<file path="src/verilog/mss_pkg.sv">
// Package: register map, field layouts and timing for the motor start sequencer
package mss_pkg;
	// Register byte offsets
	localparam logic [7:0] CFG_ENABLE_OFS = 8'h00;
	localparam logic [7:0] CFG_THRESH_OFS = 8'h04;
	localparam logic [7:0] CFG_ACCEL_OFS = 8'h08;
	localparam logic [7:0] STATUS_OFS = 8'h0C;
	localparam logic [7:0] POSITION_OFS = 8'h10;
	// CFG_ENABLE fields
	localparam int EN_SPEED_DETECT_BIT = 0;
	localparam int EN_REVERSE_DRIVE_BIT = 1;
	localparam int EN_RELEASE_MODE_BIT = 2;
	localparam int EN_STANDBY_BIT = 3;
	localparam int EN_ADVANCE_LSB = 4;
	localparam int EN_OLCURR_LSB = 6;
	localparam int EN_ALIGN_LSB = 8;
	localparam int EN_BRKDONE_LSB = 12;
	localparam int EN_BRKCUR_LSB = 16;
	localparam int EN_PDCUR_LSB = 20;
	// CFG_THRESH fields
	localparam int TH_STATIONARY_LSB = 0;
	localparam int TH_REVERSE_LSB = 2;
	localparam int TH_OPEN_CLOSED_LSB = 4;
	localparam int TH_PULSE_RATE_LSB = 12;
	// CFG_ACCEL fields
	localparam int AC_FIRST_LSB = 0;
	localparam int AC_SECOND_LSB = 4;
	// Reset values
	localparam logic [31:0] CFG_ENABLE_RST = 32'h0011_1001;
	localparam logic [31:0] CFG_THRESH_RST = 32'h0000_0105;
	localparam logic [31:0] CFG_ACCEL_RST = 32'h0000_0033;
	// Timing: base tick 1 ms at 20 MHz
	localparam int CLK_HZ = 20_000_000;
	localparam int TICK_US = 1000;
	localparam int TICK_CYCLES = CLK_HZ / 1_000_000 * TICK_US;
	// State encodings (one-hot)
	typedef enum logic [11:0] {
		MSS_POWER_ON = 12'h001,
		MSS_SPEED_DETECT = 12'h002,
		MSS_DIRECTION = 12'h004,
		MSS_REVERSE_CHECK = 12'h008,
		MSS_REVERSE_DRIVE = 12'h010,
		MSS_BRAKE_CHECK = 12'h020,
		MSS_BRAKE = 12'h040,
		MSS_PD_CHECK = 12'h080,
		MSS_ALIGN = 12'h100,
		MSS_POS_DETECT = 12'h200,
		MSS_ACCEL = 12'h400,
		MSS_CLOSED = 12'h800
	} mss_state_t;
endpackage : mss_pkg

</file>
<file path="src/verilog/mss_start_sequencer.sv">
// Motor start sequencer with APB register file and phase drive control
// Overview of operation
// Start in power-on state at reset or standby exit, then check speed detect.
// Speed-detect enable 1 enters speed detect; else go to brake decision.
// Speed below stationary threshold goes to brake decision; above to direction.
// Forward loads measured speed and position, enters closed loop; reverse checks.
// Reverse speed above threshold returns to speed detect; below goes on.
// Reverse-drive enable 1 enters reverse drive; else brake decision. Code enters reverse drive anyway; enable 0 then leaves for brake check.
// Reverse drive pushes forward until zero speed, then accelerate.
// Nonzero brake-done time enables brake; else start as stationary.
// Brake turns on all three low-side switches together.
// Leave brake after current stays low for brake-done time; then position check.
// Nonzero position-detect current threshold selects detect; zero selects align.
// Align drives current into V out of W for align time at open-loop current.
// Position detect pulses VW,WV,UV,VU,WU,UW, timing each to current threshold.
// Fastest pulse gives rotor position; then accelerate.
// Release mode 0 keeps low side on; 1 turns all switches off.
// Drive starts at advance-angle offset from detected state.
// Accelerate with first and second order coefficients until open-to-closed threshold.
// Closed loop takes drive state from commutation feedback.
// Direction input change stops drive and restarts sequencer.
// Speed detect keeps phases high impedance while comparators observe.
// UW lagging UV by 60 degrees is forward; leading is reverse.
// Speed is rising-edge interval; no toggle for stationary time is stationary.
module mss_start_sequencer (
	input wire logic clk,
	input wire logic rstn,
	input wire logic psel,
	input wire logic penable,
	input wire logic pwrite,
	input wire logic [7:0] paddr,
	input wire logic [31:0] pwdata,
	output logic [31:0] prdata,
	output logic pready,
	output logic pslverr,
	input wire logic dir_in,
	input wire logic cmp_uv,
	input wire logic cmp_uw,
	input wire logic cur_above_brake,
	input wire logic cur_above_pd,
	input wire logic [2:0] fb_drive_state,
	output logic [2:0] high_on,
	output logic [2:0] low_on,
	output logic [1:0] current_level,
	output logic [2:0] drive_state,
	output logic closed_loop
);
	logic [31:0] cfg_en_r, cfg_th_r, cfg_ac_r;
	mss_pkg::mss_state_t state_r, state_nxt;
	logic [2:0] dir_s_r, uv_s_r, uw_s_r, cb_s_r, cp_s_r;
	logic [14:0] tick_cnt_r;
	logic tick;
	logic [15:0] tcnt_r, period_r, best_r;
	logic [2:0] pd_idx_r, best_idx_r, pos_r, drive_r;
	logic pd_on_r, fwd_r;
	logic [15:0] rate_r, inc_r;
	logic standby_d_r;
	logic [2:0] hi_r, lo_r;
	logic [2:0] pd_lo_last_r, step_hi, step_lo;

	// Register fields
	wire sd_en = cfg_en_r[mss_pkg::EN_SPEED_DETECT_BIT];
	wire rd_en = cfg_en_r[mss_pkg::EN_REVERSE_DRIVE_BIT];
	wire rel_md = cfg_en_r[mss_pkg::EN_RELEASE_MODE_BIT];
	wire standby = cfg_en_r[mss_pkg::EN_STANDBY_BIT];
	wire [1:0] adv = cfg_en_r[mss_pkg::EN_ADVANCE_LSB +: 2];
	wire [1:0] olcurr = cfg_en_r[mss_pkg::EN_OLCURR_LSB +: 2];
	wire [2:0] align_t = cfg_en_r[mss_pkg::EN_ALIGN_LSB +: 3];
	wire [2:0] brk_t = cfg_en_r[mss_pkg::EN_BRKDONE_LSB +: 3];
	wire [3:0] pd_cur = cfg_en_r[mss_pkg::EN_PDCUR_LSB +: 4];
	wire [1:0] stat_th = cfg_th_r[mss_pkg::TH_STATIONARY_LSB +: 2];
	wire [1:0] rev_th = cfg_th_r[mss_pkg::TH_REVERSE_LSB +: 2];
	wire [7:0] oc_th = cfg_th_r[mss_pkg::TH_OPEN_CLOSED_LSB +: 8];
	wire [1:0] pulse_rt = cfg_th_r[mss_pkg::TH_PULSE_RATE_LSB +: 2];
	wire [2:0] acc1 = cfg_ac_r[mss_pkg::AC_FIRST_LSB +: 3];
	wire [2:0] acc2 = cfg_ac_r[mss_pkg::AC_SECOND_LSB +: 3];

	// APB decode; zero-wait answer, error on unmapped address
	wire hit_en = paddr == mss_pkg::CFG_ENABLE_OFS;
	wire hit_th = paddr == mss_pkg::CFG_THRESH_OFS;
	wire hit_ac = paddr == mss_pkg::CFG_ACCEL_OFS;
	wire hit_st = paddr == mss_pkg::STATUS_OFS;
	wire hit_po = paddr == mss_pkg::POSITION_OFS;
	wire mapped = hit_en | hit_th | hit_ac | hit_st | hit_po;
	wire wr = psel & penable & pwrite & mapped;
	assign pready = psel & penable;
	assign pslverr = psel & penable & ~mapped;
	wire [31:0] rd_mux = hit_en ? cfg_en_r : hit_th ? cfg_th_r :
		hit_ac ? cfg_ac_r :
		hit_st ? {19'h0, closed_loop, state_r} :
		hit_po ? {8'h0, rate_r, 1'b0, fwd_r, pos_r, drive_r} : 32'h0;

	always_ff @(posedge clk or negedge rstn) begin
		if (!rstn) begin
			cfg_en_r <= mss_pkg::CFG_ENABLE_RST;
			cfg_th_r <= mss_pkg::CFG_THRESH_RST;
			cfg_ac_r <= mss_pkg::CFG_ACCEL_RST;
			prdata <= 32'h0;
		end else begin
			if (wr & hit_en) cfg_en_r <= pwdata;
			if (wr & hit_th) cfg_th_r <= pwdata;
			if (wr & hit_ac) cfg_ac_r <= pwdata;
			if (psel & ~penable & ~pwrite) prdata <= rd_mux;
		end
	end

	// Pin synchronisers; stage 0 only feeds stage 1
	always_ff @(posedge clk or negedge rstn) begin
		if (!rstn) begin
			dir_s_r <= 3'h0;
			uv_s_r <= 3'h0;
			uw_s_r <= 3'h0;
			cb_s_r <= 3'h0;
			cp_s_r <= 3'h0;
		end else begin
			dir_s_r <= {dir_s_r[1:0], dir_in};
			uv_s_r <= {uv_s_r[1:0], cmp_uv};
			uw_s_r <= {uw_s_r[1:0], cmp_uw};
			cb_s_r <= {cb_s_r[1:0], cur_above_brake};
			cp_s_r <= {cp_s_r[1:0], cur_above_pd};
		end
	end
	wire dir_chg = dir_s_r[2] ^ dir_s_r[1];
	wire uv_rise = uv_s_r[1] & ~uv_s_r[2];
	wire uw_rise = uw_s_r[1] & ~uw_s_r[2];
	wire cur_hi_brk = cb_s_r[1];
	wire cur_hi_pd = cp_s_r[1];
	wire standby_exit = standby_d_r & ~standby;

	// Millisecond tick for all state timers except the position-detect pulse timer, which counts clocks
	assign tick = tick_cnt_r == 15'(mss_pkg::TICK_CYCLES - 1);
	always_ff @(posedge clk or negedge rstn) begin
		if (!rstn) tick_cnt_r <= 15'h0;
		else tick_cnt_r <= tick ? 15'h0 : tick_cnt_r + 15'h1;
	end

	// Timer limits in ticks, scaled from the small fields; pd_tmo is a fixed count of clocks
	wire [15:0] stat_lim = 16'h0010 << stat_th;
	wire [15:0] rev_lim = 16'h0008 << rev_th;
	wire [15:0] align_lim = 16'h0028 << align_t;
	wire [15:0] brk_lim = 16'h0008 << brk_t;
	wire [15:0] pd_gap = 16'h0001 << pulse_rt;
	wire [15:0] pd_tmo = 16'h0040;
	// Each pulse is timed from its own start, so the timer clears at both ends
	wire pd_start = state_r == mss_pkg::MSS_POS_DETECT && !pd_on_r &&
		pd_idx_r != 3'd6 && tick && tcnt_r >= pd_gap;
	wire pd_stop = state_r == mss_pkg::MSS_POS_DETECT && pd_on_r &&
		(cur_hi_pd || tcnt_r >= pd_tmo);

	// Next-state logic
	wire t_stat = tcnt_r >= stat_lim;
	always_comb begin
		state_nxt = state_r;
		case (state_r)
			mss_pkg::MSS_POWER_ON: state_nxt = sd_en ?
				mss_pkg::MSS_SPEED_DETECT : mss_pkg::MSS_BRAKE_CHECK;
			mss_pkg::MSS_SPEED_DETECT: begin
				if (t_stat) state_nxt = mss_pkg::MSS_BRAKE_CHECK;
				else if (period_r != 16'h0 && period_r < stat_lim)
					state_nxt = mss_pkg::MSS_DIRECTION;
			end
			mss_pkg::MSS_DIRECTION: state_nxt = fwd_r ?
				mss_pkg::MSS_CLOSED : mss_pkg::MSS_REVERSE_CHECK;
			mss_pkg::MSS_REVERSE_CHECK: state_nxt = period_r < rev_lim ?
				mss_pkg::MSS_SPEED_DETECT : mss_pkg::MSS_REVERSE_DRIVE;
			mss_pkg::MSS_REVERSE_DRIVE: begin
				if (!rd_en) state_nxt = mss_pkg::MSS_BRAKE_CHECK;
				else if (tcnt_r >= stat_lim)
					state_nxt = mss_pkg::MSS_ACCEL;
			end
			mss_pkg::MSS_BRAKE_CHECK: state_nxt = brk_t != 3'h0 ?
				mss_pkg::MSS_BRAKE : mss_pkg::MSS_PD_CHECK;
			mss_pkg::MSS_BRAKE: if (tcnt_r >= brk_lim)
				state_nxt = mss_pkg::MSS_PD_CHECK;
			mss_pkg::MSS_PD_CHECK: state_nxt = pd_cur != 4'h0 ?
				mss_pkg::MSS_POS_DETECT : mss_pkg::MSS_ALIGN;
			mss_pkg::MSS_ALIGN: if (tcnt_r >= align_lim)
				state_nxt = mss_pkg::MSS_ACCEL;
			mss_pkg::MSS_POS_DETECT: if (pd_idx_r == 3'd6)
				state_nxt = mss_pkg::MSS_ACCEL;
			mss_pkg::MSS_ACCEL: if (rate_r[15:8] > oc_th)
				state_nxt = mss_pkg::MSS_CLOSED;
			mss_pkg::MSS_CLOSED: state_nxt = mss_pkg::MSS_CLOSED;
			default: state_nxt = mss_pkg::MSS_POWER_ON;
		endcase
		if (dir_chg || standby || standby_exit)
			state_nxt = mss_pkg::MSS_POWER_ON;
	end
	wire entering = state_nxt != state_r;

	// Reverse drive with disabled enable falls through to brake decision
	always_ff @(posedge clk or negedge rstn) begin
		if (!rstn) begin
			state_r <= mss_pkg::MSS_POWER_ON;
			standby_d_r <= 1'b0;
		end else begin
			state_r <= state_nxt;
			standby_d_r <= standby;
		end
	end

	// State timer in ticks, in clocks during a detect pulse; brake timer restarts while current is high
	always_ff @(posedge clk or negedge rstn) begin
		if (!rstn) tcnt_r <= 16'h0;
		else if (entering) tcnt_r <= 16'h0;
		else if (state_r == mss_pkg::MSS_BRAKE && cur_hi_brk)
			tcnt_r <= 16'h0;
		else if (state_r == mss_pkg::MSS_SPEED_DETECT && (uv_rise | uw_rise))
			tcnt_r <= 16'h0;
		else if (state_r == mss_pkg::MSS_REVERSE_DRIVE && (uv_rise | uw_rise))
			tcnt_r <= 16'h0;
		else if (pd_start || pd_stop)
			tcnt_r <= 16'h0;
		else if (state_r == mss_pkg::MSS_POS_DETECT && pd_on_r)
			tcnt_r <= tcnt_r + 16'h1;
		else if (tick && tcnt_r != 16'hFFFF) tcnt_r <= tcnt_r + 16'h1;
	end

	// Speed detect: edge interval and phase order of the comparators
	always_ff @(posedge clk or negedge rstn) begin
		if (!rstn) begin
			period_r <= 16'h0;
			fwd_r <= 1'b0;
		end else if (state_r == mss_pkg::MSS_POWER_ON) begin
			period_r <= 16'h0;
			fwd_r <= 1'b0;
		end else if (state_r == mss_pkg::MSS_SPEED_DETECT) begin
			if (uv_rise | uw_rise) period_r <= tcnt_r + 16'h1;
			if (uw_rise) fwd_r <= uv_s_r[1];
		end
	end

	// Position detect: six timed pulses, shortest wins
	always_ff @(posedge clk or negedge rstn) begin
		if (!rstn) begin
			pd_idx_r <= 3'h0;
			pd_on_r <= 1'b0;
			best_r <= 16'hFFFF;
			best_idx_r <= 3'h0;
			pd_lo_last_r <= 3'h0;
		end else if (state_r != mss_pkg::MSS_POS_DETECT) begin
			pd_idx_r <= 3'h0;
			pd_on_r <= 1'b0;
			best_r <= 16'hFFFF;
			pd_lo_last_r <= 3'h0;
		end else if (pd_on_r) begin
			if (cur_hi_pd || tcnt_r >= pd_tmo) begin
				pd_on_r <= 1'b0;
				// Recirculation must use the low side of the pulse just ended
				pd_lo_last_r <= pd_lo;
				if (cur_hi_pd && tcnt_r < best_r) begin
					best_r <= tcnt_r;
					best_idx_r <= pd_idx_r;
				end
				pd_idx_r <= pd_idx_r + 3'h1;
			end
		end else if (pd_idx_r != 3'd6 && tick && tcnt_r >= pd_gap) begin
			pd_on_r <= 1'b1;
		end
	end
	// Pulse pair order VW,WV,UV,VU,WU,UW as high/low phase masks
	logic [2:0] pd_hi, pd_lo;
	always_comb begin
		case (pd_idx_r)
			3'd0: begin pd_hi = 3'b010; pd_lo = 3'b100; end
			3'd1: begin pd_hi = 3'b100; pd_lo = 3'b010; end
			3'd2: begin pd_hi = 3'b001; pd_lo = 3'b010; end
			3'd3: begin pd_hi = 3'b010; pd_lo = 3'b001; end
			3'd4: begin pd_hi = 3'b100; pd_lo = 3'b001; end
			3'd5: begin pd_hi = 3'b001; pd_lo = 3'b100; end
			default: begin pd_hi = 3'b000; pd_lo = 3'b000; end
		endcase
	end

	// Six-step table; high and low side never share a phase
	always_comb begin
		case (drive_r)
			3'd0: begin step_hi = 3'b001; step_lo = 3'b010; end
			3'd1: begin step_hi = 3'b001; step_lo = 3'b100; end
			3'd2: begin step_hi = 3'b010; step_lo = 3'b100; end
			3'd3: begin step_hi = 3'b010; step_lo = 3'b001; end
			3'd4: begin step_hi = 3'b100; step_lo = 3'b001; end
			3'd5: begin step_hi = 3'b100; step_lo = 3'b010; end
			default: begin step_hi = 3'b000; step_lo = 3'b000; end
		endcase
	end

	// Detected position with advance offset applied
	wire [3:0] adv_sum = {1'b0, best_idx_r} + {2'b0, adv};
	wire [2:0] start_pos = adv_sum >= 4'd6 ? 3'(adv_sum - 4'd6) :
		adv_sum[2:0];

	// Open-loop ramp: rate grows by first order step plus growing second term
	wire [15:0] step = 16'h0001 << acc1;
	wire [15:0] jerk = 16'h0001 << acc2;
	wire [16:0] rate_sum = {1'b0, rate_r} + {1'b0, inc_r};
	always_ff @(posedge clk or negedge rstn) begin
		if (!rstn) begin
			rate_r <= 16'h0;
			inc_r <= 16'h0;
			drive_r <= 3'h0;
			pos_r <= 3'h0;
		end else begin
			if (state_r == mss_pkg::MSS_ACCEL && tick) begin
				rate_r <= rate_sum[16] ? 16'hFFFF : rate_sum[15:0];
				inc_r <= inc_r + jerk;
				drive_r <= drive_r == 3'd5 ? 3'h0 : drive_r + 3'h1;
			end else if (state_r == mss_pkg::MSS_CLOSED) begin
				drive_r <= fb_drive_state;
			end else if (state_r == mss_pkg::MSS_DIRECTION && fwd_r) begin
				rate_r <= 16'hFFFF - period_r;
				drive_r <= {1'b0, uw_s_r[2], uv_s_r[2]};
				pos_r <= {1'b0, uw_s_r[2], uv_s_r[2]};
			end else if (state_nxt == mss_pkg::MSS_ACCEL && entering) begin
				rate_r <= 16'h0;
				inc_r <= step;
				if (state_r == mss_pkg::MSS_POS_DETECT) begin
					drive_r <= start_pos;
					pos_r <= best_idx_r;
				end else drive_r <= 3'h0; // Aligned position
			end else if (state_r == mss_pkg::MSS_POWER_ON) begin
				rate_r <= 16'h0;
				inc_r <= 16'h0;
			end
		end
	end

	// Phase switch outputs by state; drive table limited to six steps
	always_ff @(posedge clk or negedge rstn) begin
		if (!rstn) begin
			hi_r <= 3'h0;
			lo_r <= 3'h0;
		end else begin
			hi_r <= 3'h0;
			lo_r <= 3'h0;
			case (state_nxt)
				mss_pkg::MSS_BRAKE: lo_r <= 3'b111;
				mss_pkg::MSS_ALIGN: begin
					hi_r <= 3'b010;
					lo_r <= 3'b100;
				end
				mss_pkg::MSS_POS_DETECT: begin
					hi_r <= pd_on_r ? pd_hi : 3'h0;
					lo_r <= pd_on_r ? pd_lo :
						(rel_md ? 3'h0 : pd_lo_last_r);
				end
				mss_pkg::MSS_REVERSE_DRIVE, mss_pkg::MSS_ACCEL,
				mss_pkg::MSS_CLOSED: begin
					hi_r <= step_hi;
					lo_r <= step_lo;
				end
				default: ; // Speed detect and idle leave phases floating
			endcase
		end
	end
	assign high_on = hi_r;
	assign low_on = lo_r;
	assign current_level = olcurr;
	assign drive_state = drive_r;
	assign closed_loop = state_r == mss_pkg::MSS_CLOSED;
endmodule : mss_start_sequencer

</file>
<file path="config.mk">
export PLATFORM = sky130hd
export DESIGN_NAME = mss_start_sequencer
export DESIGN_NICKNAME = d
export VERILOG_FILES = /design/src/verilog/mss_pkg.sv /design/src/verilog/mss_start_sequencer.sv
export SDC_FILE = /design/constraint.sdc
export NUM_CORES = 1
export LEC_CHECK = 0
export BUFFER_PORTS_ARGS = -buffer_cell sky130_fd_sc_hd__buf_2
export CORE_UTILIZATION = 60
export DETAILED_ROUTE_END_ITERATION = 10
export HOLD_SLACK_MARGIN = 0.1
export PLACE_DENSITY = 0.76
export SYNTH_ARGS = -nofsm -noshare
export SYNTH_HDL_FRONTEND = slang
export SYNTH_SLANG_ARGS = --single-unit
</file>
<file path="constraint.sdc">
create_clock -name clk -period 8.3 [get_ports clk]
set_clock_uncertainty 0.15 [all_clocks]
set_input_delay 0.83 -clock clk [delete_from_list [all_inputs] [get_ports clk]]
set_output_delay 0.83 -clock clk [all_outputs]
set_load 0.05 [all_outputs]
</file>
## Word level (Yosys, flattened, before mapping)

Index checks and enable logic that the tools add are counted.

| word-level totals | value |
|---|---|
| output and inout port bits | 46 |
| register bits | 272 |
| word-level logic and storage cells | 257 |

| operators by class | value |
|---|---|
| muxes and demuxes | 77 |
| $add $sub $neg | 9 |
| bitwise operators | 27 |
| reductions and logical operators | 61 |
| shifts and indexed selects | 7 |
| equal/unequal tests | 40 |
| magnitude comparators | 10 |

Operators with widths:

| cell | count |
|---|---|
| two-way mux 16 bit | 24 |
| case mux 12 bit (12 select lines) | 1 |
| two-way mux 12 bit | 10 |
| two-way mux 32 bit | 3 |
| >= comparator 16 bit | 4 |
| two-way mux 3 bit | 19 |
| less-than comparator 16 bit | 3 |
| two-way mux 24 bit | 2 |
| case mux 3 bit (3 select lines) | 5 |
| left shift 1 x 3 -> 16 bit (first input constant) | 2 |
| equality test 12 x 10 -> 1 bit (second input constant) | 2 |
| equality test 12 x 11 -> 1 bit (second input constant) | 2 |
| equality test 12 bit (second input constant) | 2 |
| equality test 12 x 5 -> 1 bit (second input constant) | 2 |
| equality test 12 x 7 -> 1 bit (second input constant) | 2 |
| equality test 12 x 9 -> 1 bit (second input constant) | 2 |
| OR reduction 2 bit | 12 |
| adder 16 x 16 -> 17 bit | 1 |
| logical AND 1 bit | 17 |
| adder 16 x 1 -> 16 bit (second input constant) | 1 |
| adder 16 bit | 1 |
| equality test 8 x 4 -> 1 bit (second input constant) | 2 |
| >= comparator 16 x 7 -> 1 bit (second input constant) | 1 |
| != test 16 bit (second input constant) | 1 |
| 53 further kinds | 110 |

## Depth between registers and ports, before layout

Gate-level depths: netlist (run 1).

| logic depth | value |
|---|---|
| word-level depth | 13 |
| depth in mapped cells | 15 |
| gate-level depth less buffers | 12 |

## Least setup slack after synthesis (run 1)

OpenSTA, ideal clock, no wires.

| timing path | value |
|---|---|
| path kind | flip-flop to flip-flop |
| start point | reg state_r[5] |
| end point | reg tcnt_r[11] |
| stages on the path, launching flop included | 15 |
| library setup time | 0.080 ns |
| setup slack | 4.653 ns |
| data arrival time | 3.417 ns |
| clock period less this slack | 3.647 ns |
| path buffers | 3 |
| path through | dfrtp_1 > buf_2 > or4_1 > buf_4 > nor2_4 > nand2_1 > inv_1 > nor4_1 > a31oi_4 > inv_2 > a31o_4 > a2111oi_4 > o211ai_2 > buf_6 > nor3_2 |

| on the way | value |
|---|---|
| elaborated cells on any way between the ends | 40 |
| those cells by class | eq/ne (13); mux (16); reduce/logical (11) |

RTL lines:

| item | RTL line | text |
|---|---|---|
| from (decl) | mss_start_sequencer.sv:49 | `mss_pkg::mss_state_t state_r, state_nxt;` |
| from (signal assigned) | mss_start_sequencer.sv:194 | `state_r <= mss_pkg::MSS_POWER_ON;` |
| from (signal assigned) | mss_start_sequencer.sv:197 | `state_r <= state_nxt;` |
| equality test 12 bit * | n/a |  |
| named net closed_loop | mss_start_sequencer.sv:46 | `output logic closed_loop` |
| case mux 12 bit (12 select lines) * | mss_start_sequencer.sv:154 | `case (state_r)` |
| two-way mux 12 bit * | mss_start_sequencer.sv:186 | `if (dir_chg \|\| standby \|\| standby_exit)` |
| != test 12 bit * | mss_start_sequencer.sv:189 | `wire entering = state_nxt != state_r;` |
| nonzero test 7 bit (no line) / two-way mux 16 bit (equally long branches) | n/a |  |
| to (signal assigned) | mss_start_sequencer.sv:215 | `tcnt_r <= tcnt_r + 16'h1;` |
| to (signal assigned) | mss_start_sequencer.sv:216 | `else if (tick && tcnt_r != 16'hFFFF) tcnt_r <= tcnt_r + 16'h1;` |
| to (decl) | mss_start_sequencer.sv:53 | `logic [15:0] tcnt_r, period_r, best_r;` |

Mark *: on every way through the listed nets, which the timed path passes. The rest lies on a longest branch.
A chain may end at the register's enable or synchronous reset.

## Final worst setup path (run 1)

| timing path | value |
|---|---|
| start point | reg state_r[4] |
| end point | reg tcnt_r[3] |

| on the way | value |
|---|---|
| cells in the longest elaborated chain, start to end | 11 |
| elaborated cells on any way between the ends | 40 |
| those cells by class | eq/ne (13); mux (16); reduce/logical (11) |

RTL lines:

| item |
|---|
| branches (longest 11 deep; another with equality test 12 bit) |

Parallel ways; which one is timed is not known.

==> flow_summary.toml, run 1 <==
[status]
outcome = "complete, no violations"

[power_and_ir_drop]
power.total_mw = 3.44
power_density_nw_per_um2 = 195
irDropWorstVdd_mv = 0.181
static-leakage-power_nw = 8.22

[cts]
cts_tree = "done"
holdBufCountCts = 0
worst_setup_hold_path_clk_slew_ns = 0.07
total_number_of_h_tree_levels = 1
cts_setup_buffers = 0
cts_inserted_buffers = 29
cts_resized = 0
tritoncts_num_sinks = 272
clock_latency_ns = 0.56
clock_tree.root_cell = "sky130_fd_sc_hd__clkbuf_16"
cts.path.max_buffers = 3

[final_layout]
drive_gt1_share_pct = 20.5
most_used_cells_in_the_layout_excluding_fill_and_tap_cells = "244 x sky130_fd_sc_hd__dfrtp_1, 145 x sky130_fd_sc_hd__nand2_1, 112 x sky130_fd_sc_hd__nor2_1, 107 x sky130_fd_sc_hd__mux2_2, 97 x sky130_fd_sc_hd__buf_2"
mostFrequentLayoutCell = "sky130_fd_sc_hd__dfrtp_1"
num-nets-final = 1817
syn_to_final_growth_pct = 10.6

[floorplan]
die_width_microns = 165
num_io_pins = 99
design.die.area_sq_um = 27300
initial_core_util_pct = 61.3
die_height_microns = 165
core_region_area_sq_um = 26100
core.rowCount = 59

[drt]
first_pass_iters = 6
vias_per_cell = 6.54
drt_iter0_drc = 1337
finalWirelength_microns = 44700
wl_per_cell_microns = 22.0
via_count = 13300
drt.antenna.violating_nets = 0
remaining_drc_errors = 0

[job]
timing.max_cap.violations = 0

[worst_setup_path]
path_delay_family = "simple AND/OR/NAND/NOR gates"
required_ns = 8.60
critical_path_s_slowest_cell = "sky130_fd_sc_hd__or4_1"
launching_element_type_of_the_critical_path = "flip-flop"
critPathMaxFanout = 14
worst_path_bufs_invs = 1
cp-end-kind = "flip-flop"
critical_path.cell_chain = "or4_1 -> nor4_2 -> a2111oi_2 -> a31oi_4 -> inv_2 -> a31o_4 -> a2111oi_4 -> o211ai_2 -> nor4_1"
timing.setup.critical_path_class = "flip-flop to flip-flop"
critical_path_at_ns = 4.69
crit_path_max_incr_delay_ns = 0.84

[synth]
synth.ff_latch_count = 272
synthesis.nets = 1780
synthDistinctLibCells = 83
synth_top_flop_cell = "sky130_fd_sc_hd__dfrtp_1"
number_of_flops_mapped_to_enable_cells_by_yosys = 0
async_flop_share_pct = 100
postSynthCellCount = 1632
syn-cell-area_sq_um = 16000
synth_seq_area_share_pct = 42.8
syn_avg_cell_area_sq_um = 9.79
yosys_warnings = 0

[worst_hold_path]
min-delay-path-class = "input pin to async pin"

[sta]
setup-tns-final_ns = 0
timing.final.max_slew_violations = 0
final_hold_viol_count = 0
final_min_period_over_clock_period_pct = 53.0
timing.final.crit_period_ns = 4.40
rsz0062_at_grt = "false"
finalSetupViolCount = 0
max_clock_freq_mhz = 227
tightestPinTransition_ns = 1.13
maxSlewHeadroom_pct = 24.1

[placement]
place_congestion = 0.931
post-dp-hpwl_microns = 32100
place.port_buffers = 98

[global_route]
globalRouteTotalUtil_pct = 33.0
pin_count_of_the_biggest_net_entering_global_routing = 157
grt_pass1_wl_microns = 69400
grt_antenna_before_repair = 2
grt_pass1_vias = 12500
global_route.overflow_total = 0
-- area by class of cell --
| class | instances | area [sq um] |
|---|---|---|
| diodes | 4 | 10.0 |
| clock inverters | 14 | 216 |
| multi-input cells | 1194 | 8520 |
| clock buffers | 39 | 813 |
| flip-flops and latches | 272 | 6840 |
| fillers | 2055 | 8390 |
| inverters | 58 | 218 |
| well taps | 335 | 419 |
| repair buffers | 114 | 633 |
-- final timing paths --
check	startpoint	endpoint	slack (ns)	depth (start not counted)
worst max-delay path	state_r[4]	tcnt_r[3]	3.90	9
worst min-delay path	rstn	tick_cnt_r[9]	0.16	1
worst max register to register	state_r[4]	tcnt_r[3]	3.90	9
worst min register to register	uw_s_r[0]	uw_s_r[1]	0.20	0
max in group asynchronous	rstn	prdata[29]	6.48	2
min in group clk	uw_s_r[0]	uw_s_r[1]	0.20	0
-- worst register-to-register path, delay by kind of cell (launching register included) --
family,cells,cell delay (ns)
compound gates,5,1.50
buf+inv,1,0.23
flops,1,0.54
simple gates,3,1.89
-- report_power, final --
part / total, mW / switching (mW) / internal, mW
Combinational: 0.593 / 0.403 / 0.190
Clock: 1.39 / 0.549 / 0.843
Sequential: 1.45 / 0.0722 / 1.38
Total: 3.44 / 1.02 / 2.41
-- cells by family after synthesis --
kind of cell    after synthesis  share of synthesized area [%]
simple gates                544                           17.9
compound gates              384                           16.4
mux                         125                           8.70
fa+ha+maj                    95                           7.58
flops                       272                           42.8
buf+inv                     166                           4.10
xor+xnor                     46                           2.52
-- routing by layer --
metal / part of all wire [%] / GRT usage (%)
met5: 0 / 0
met4: 3.4 / 11.4
met3: 7.9 / 5.67
met2: 45 / 51.4
met1: 43 / 46.6
-- synthesized netlist by cell type, types with 8 or more instances --
cell / number / area share (%)
sky130_fd_sc_hd__dfrtp_1: 244 / 38
sky130_fd_sc_hd__nand2_1: 145 / 3.4
sky130_fd_sc_hd__nor2_1: 112 / 2.6
sky130_fd_sc_hd__mux2_2: 107 / 7.5
sky130_fd_sc_hd__ha_1: 92 / 7.2
sky130_fd_sc_hd__o21ai_0: 85 / 2.7
sky130_fd_sc_hd__a21oi_1: 79 / 2.5
sky130_fd_sc_hd__clkbuf_1: 78 / 1.8
sky130_fd_sc_hd__nand3_1: 58 / 1.8
sky130_fd_sc_hd__inv_1: 57 / 1.3
sky130_fd_sc_hd__nor3_1: 41 / 1.3
sky130_fd_sc_hd__a31oi_1: 30 / 1.2
sky130_fd_sc_hd__dfstp_2: 28 / 4.6
sky130_fd_sc_hd__o211ai_1: 28 / 1.3
sky130_fd_sc_hd__nor4_1: 24 / 0.94
sky130_fd_sc_hd__xnor2_1: 24 / 1.3
sky130_fd_sc_hd__a222oi_1: 23 / 1.4
sky130_fd_sc_hd__xor2_1: 22 / 1.2
sky130_fd_sc_hd__nand2b_1: 19 / 0.74
sky130_fd_sc_hd__o31ai_1: 18 / 0.85
sky130_fd_sc_hd__buf_1: 17 / 0.40
sky130_fd_sc_hd__a21o_1: 15 / 0.70
sky130_fd_sc_hd__nor2b_1: 15 / 0.59
sky130_fd_sc_hd__and3_1: 14 / 0.55
sky130_fd_sc_hd__mux2i_1: 14 / 0.88
sky130_fd_sc_hd__a22o_1: 13 / 0.71
sky130_fd_sc_hd__nand4_1: 13 / 0.51
sky130_fd_sc_hd__or2_2: 12 / 0.47
sky130_fd_sc_hd__o21a_1: 11 / 0.52
sky130_fd_sc_hd__and2_1: 10 / 0.39
sky130_fd_sc_hd__nand3b_1: 10 / 0.47
sky130_fd_sc_hd__nor3_2: 10 / 0.63
sky130_fd_sc_hd__or3_1: 10 / 0.39
sky130_fd_sc_hd__a211oi_1: 9 / 0.42
sky130_fd_sc_hd__a22oi_1: 9 / 0.42
sky130_fd_sc_hd__buf_2: 8 / 0.25
sky130_fd_sc_hd__o22ai_1: 8 / 0.31
sky130_fd_sc_hd__or4_1: 8 / 0.38
-- per-stage QoR --
step / utilization [%] / hold slack [ns] / cells / cell area (sq um) / setup WS (ns)
after floorplan: - / 0.181 / 1632 / 16000 / 4.65
after global placement: 63.8 / 0.183 / 1973 / 16600 / 3.99
after detailed placement: 63.8 / 0.188 / 1973 / 16600 / 3.88
after CTS: 67.8 / 0.202 / 2026 / 17700 / 3.98
after global routing: 67.8 / 0.212 / 2028 / 17700 / 3.63
final: 67.8 / 0.156 / 2030 / 17700 / 3.90
-- sequential cells by signal, summed over array words and instances (netlist names), 12 cells and up --
signal	cells
inc_r	16
tcnt_r	16
best_r	16
tick_cnt_r	15
cfg_en_r	32
rate_r	16
cfg_th_r	32
prdata	32
state_r	12
cfg_ac_r	32
period_r	16
(Power assumes the default switching activity.)
==> inputs of run 2 (changes only) <==
==> constraint.sdc (replaced) <==
create_clock -name clk -period 4.55 [get_ports clk]
set_clock_uncertainty 0.15 [all_clocks]
set_input_delay 0.455 -clock clk [delete_from_list [all_inputs] [get_ports clk]]
set_output_delay 0.455 -clock clk [all_outputs]
set_load 0.05 [all_outputs]
==> flow_summary.toml, run 2 (synthesis results as in run 1) <==
[status]
outcome = "complete, no violations"

[floorplan]
die_height_microns = 165
core_region_area_sq_um = 26100
initial_core_util_pct = 61.3
num_io_pins = 99
core.rowCount = 59
design.die.area_sq_um = 27300
die_width_microns = 165

[worst_hold_path]
min-delay-path-class = "input pin to flip-flop"

[cts]
tritoncts_num_sinks = 272
cts.path.max_buffers = 3
clock_latency_ns = 0.57
cts_tree = "done"
clock_tree.root_cell = "sky130_fd_sc_hd__clkbuf_16"
worst_setup_hold_path_clk_slew_ns = 0.06
total_number_of_h_tree_levels = 1
cts_inserted_buffers = 29
cts_setup_buffers = 0

[final_layout]
mostFrequentLayoutCell = "sky130_fd_sc_hd__dfrtp_1"
syn_to_final_growth_pct = 13.9
drive_gt1_share_pct = 21.5
num-nets-final = 1885
n_fill_cell = 1972
most_used_cells_in_the_layout_excluding_fill_and_tap_cells = "244 x sky130_fd_sc_hd__dfrtp_1, 145 x sky130_fd_sc_hd__nand2_1, 112 x sky130_fd_sc_hd__nor2_1, 107 x sky130_fd_sc_hd__mux2_2, 97 x sky130_fd_sc_hd__buf_2"

[sta]
final_hold_viol_count = 0
timing.final.crit_period_ns = 4.30
maxSlewHeadroom_pct = 21.3
tightestPinTransition_ns = 1.18
whs_ns = 0.152
timing.final.max_slew_violations = 0
rsz0062_at_grt = "false"
setup-tns-final_ns = 0
max_clock_freq_mhz = 233
finalSetupViolCount = 0
final_min_period_over_clock_period_pct = 94.4

[placement]
place.port_buffers = 98
post-dp-hpwl_microns = 33800
place_congestion = 1.01

[global_route]
grt_pass1_wl_microns = 74000
global_route.overflow_total = 0
grt_pass1_vias = 13100
pin_count_of_the_biggest_net_entering_global_routing = 135
globalRouteTotalUtil_pct = 35.5
grt_antenna_before_repair = 0

[drt]
drt.antenna.violating_nets = 0
wl_per_cell_microns = 22.6
remaining_drc_errors = 0
first_pass_iters = 6
finalWirelength_microns = 47400
via_count = 13700
drt_iter0_drc = 1377
vias_per_cell = 6.54

[worst_setup_path]
timing.setup.critical_path_class = "flip-flop to flip-flop"
critical_path.cell_chain = "or4_1 -> nor2_4 -> nand2_1 -> inv_1 -> nor4_2 -> a31oi_4 -> inv_2 -> a31o_4 -> a2111oi_4 -> o211ai_2 -> nor4_1"
cp-end-kind = "flip-flop"
critical_path_s_slowest_cell = "sky130_fd_sc_hd__or4_1"
crit_path_max_incr_delay_ns = 0.77
launching_element_type_of_the_critical_path = "flip-flop"
required_ns = 4.85
critPathMaxFanout = 14
critical_path_at_ns = 4.60

[power_and_ir_drop]
static-leakage-power_nw = 8.51
power_density_nw_per_um2 = 336
irDropWorstVdd_mv = 0.286

[job]
timing.max_cap.violations = 0
==> run 2: timing repair <==
action                     CTS  global route
setup endpoints to repair    0            14
hold buffers                38             0
gates resized for setup      0             2
hold endpoints to repair   214             0
==> run 2: area by class of cell <==
| cell class | instances | area, sq um | share of cell area, % |
|---|---|---|---|
| diodes | 1 | 2.50 | 0.0138 |
| clock buffers | 40 | 817 | 4.49 |
| clock inverters | 13 | 121 | 0.667 |
| inverters | 58 | 218 | 1.20 |
| multi-input cells | 1194 | 8530 | 46.9 |
| flip-flops and latches | 272 | 6840 | 37.6 |
| well taps | 335 | 419 | 2.30 |
| repair buffers | 182 | 1250 | 6.88 |
==> run 2: critical path: cells and delay by family (launching register included) <==
family          cells  cell delay, ns
simple gates        5            1.64
compound gates      4            1.38
buf+inv             2            0.52
flops               1            0.47
==> run 2: layer usage <==
metal / GRT usage (%) / vias to the layer above / share of wire, %
li1: - / 6235 / -
met1: 49.7 / 6734 / 43
met2: 54.3 / 631 / 45
met3: 6.84 / 107 / 8.7
met4: 14.0 / 0 / 3.6
met5: 0 / - / 0
==> run 2: path summary, 6_finish.rpt <==
path	start	to	slack [ns]	cells past startpoint
worst max-delay path	state_r[1]	tcnt_r[3]	0.25	11
worst min-delay path	fb_drive_state[0]	drive_state[0]	0.15	4
worst max register to register	state_r[1]	tcnt_r[3]	0.25	11
worst min register to register	uv_s_r[0]	uv_s_r[1]	0.20	0
max in group asynchronous	rstn	cfg_en_r[0]	2.74	3
min in group asynchronous	rstn	tick_cnt_r[5]	0.48	2
==> run 2: per-stage QoR <==
step	setup slack, ns	instances	cell area, sq um	total power, mW	utilization [%]
finish	0.254	2095	18200	6.12	69.8
floorplan	0.903	1632	16000	3.45	-
global placement	0.387	2003	16900	3.75	64.7
detailed placement	0.272	2003	16900	3.78	64.7
global route	0.0205	2094	18200	6.35	69.8
CTS	0.243	2094	18200	6.11	69.8
==> run 2: report_power, final <==
| group | internal (mW) | switching (mW) |
|---|---|---|
| sequential | 2.52 | 0.134 |
| combinational | 0.383 | 0.758 |
| clock | 1.32 | 1.01 |
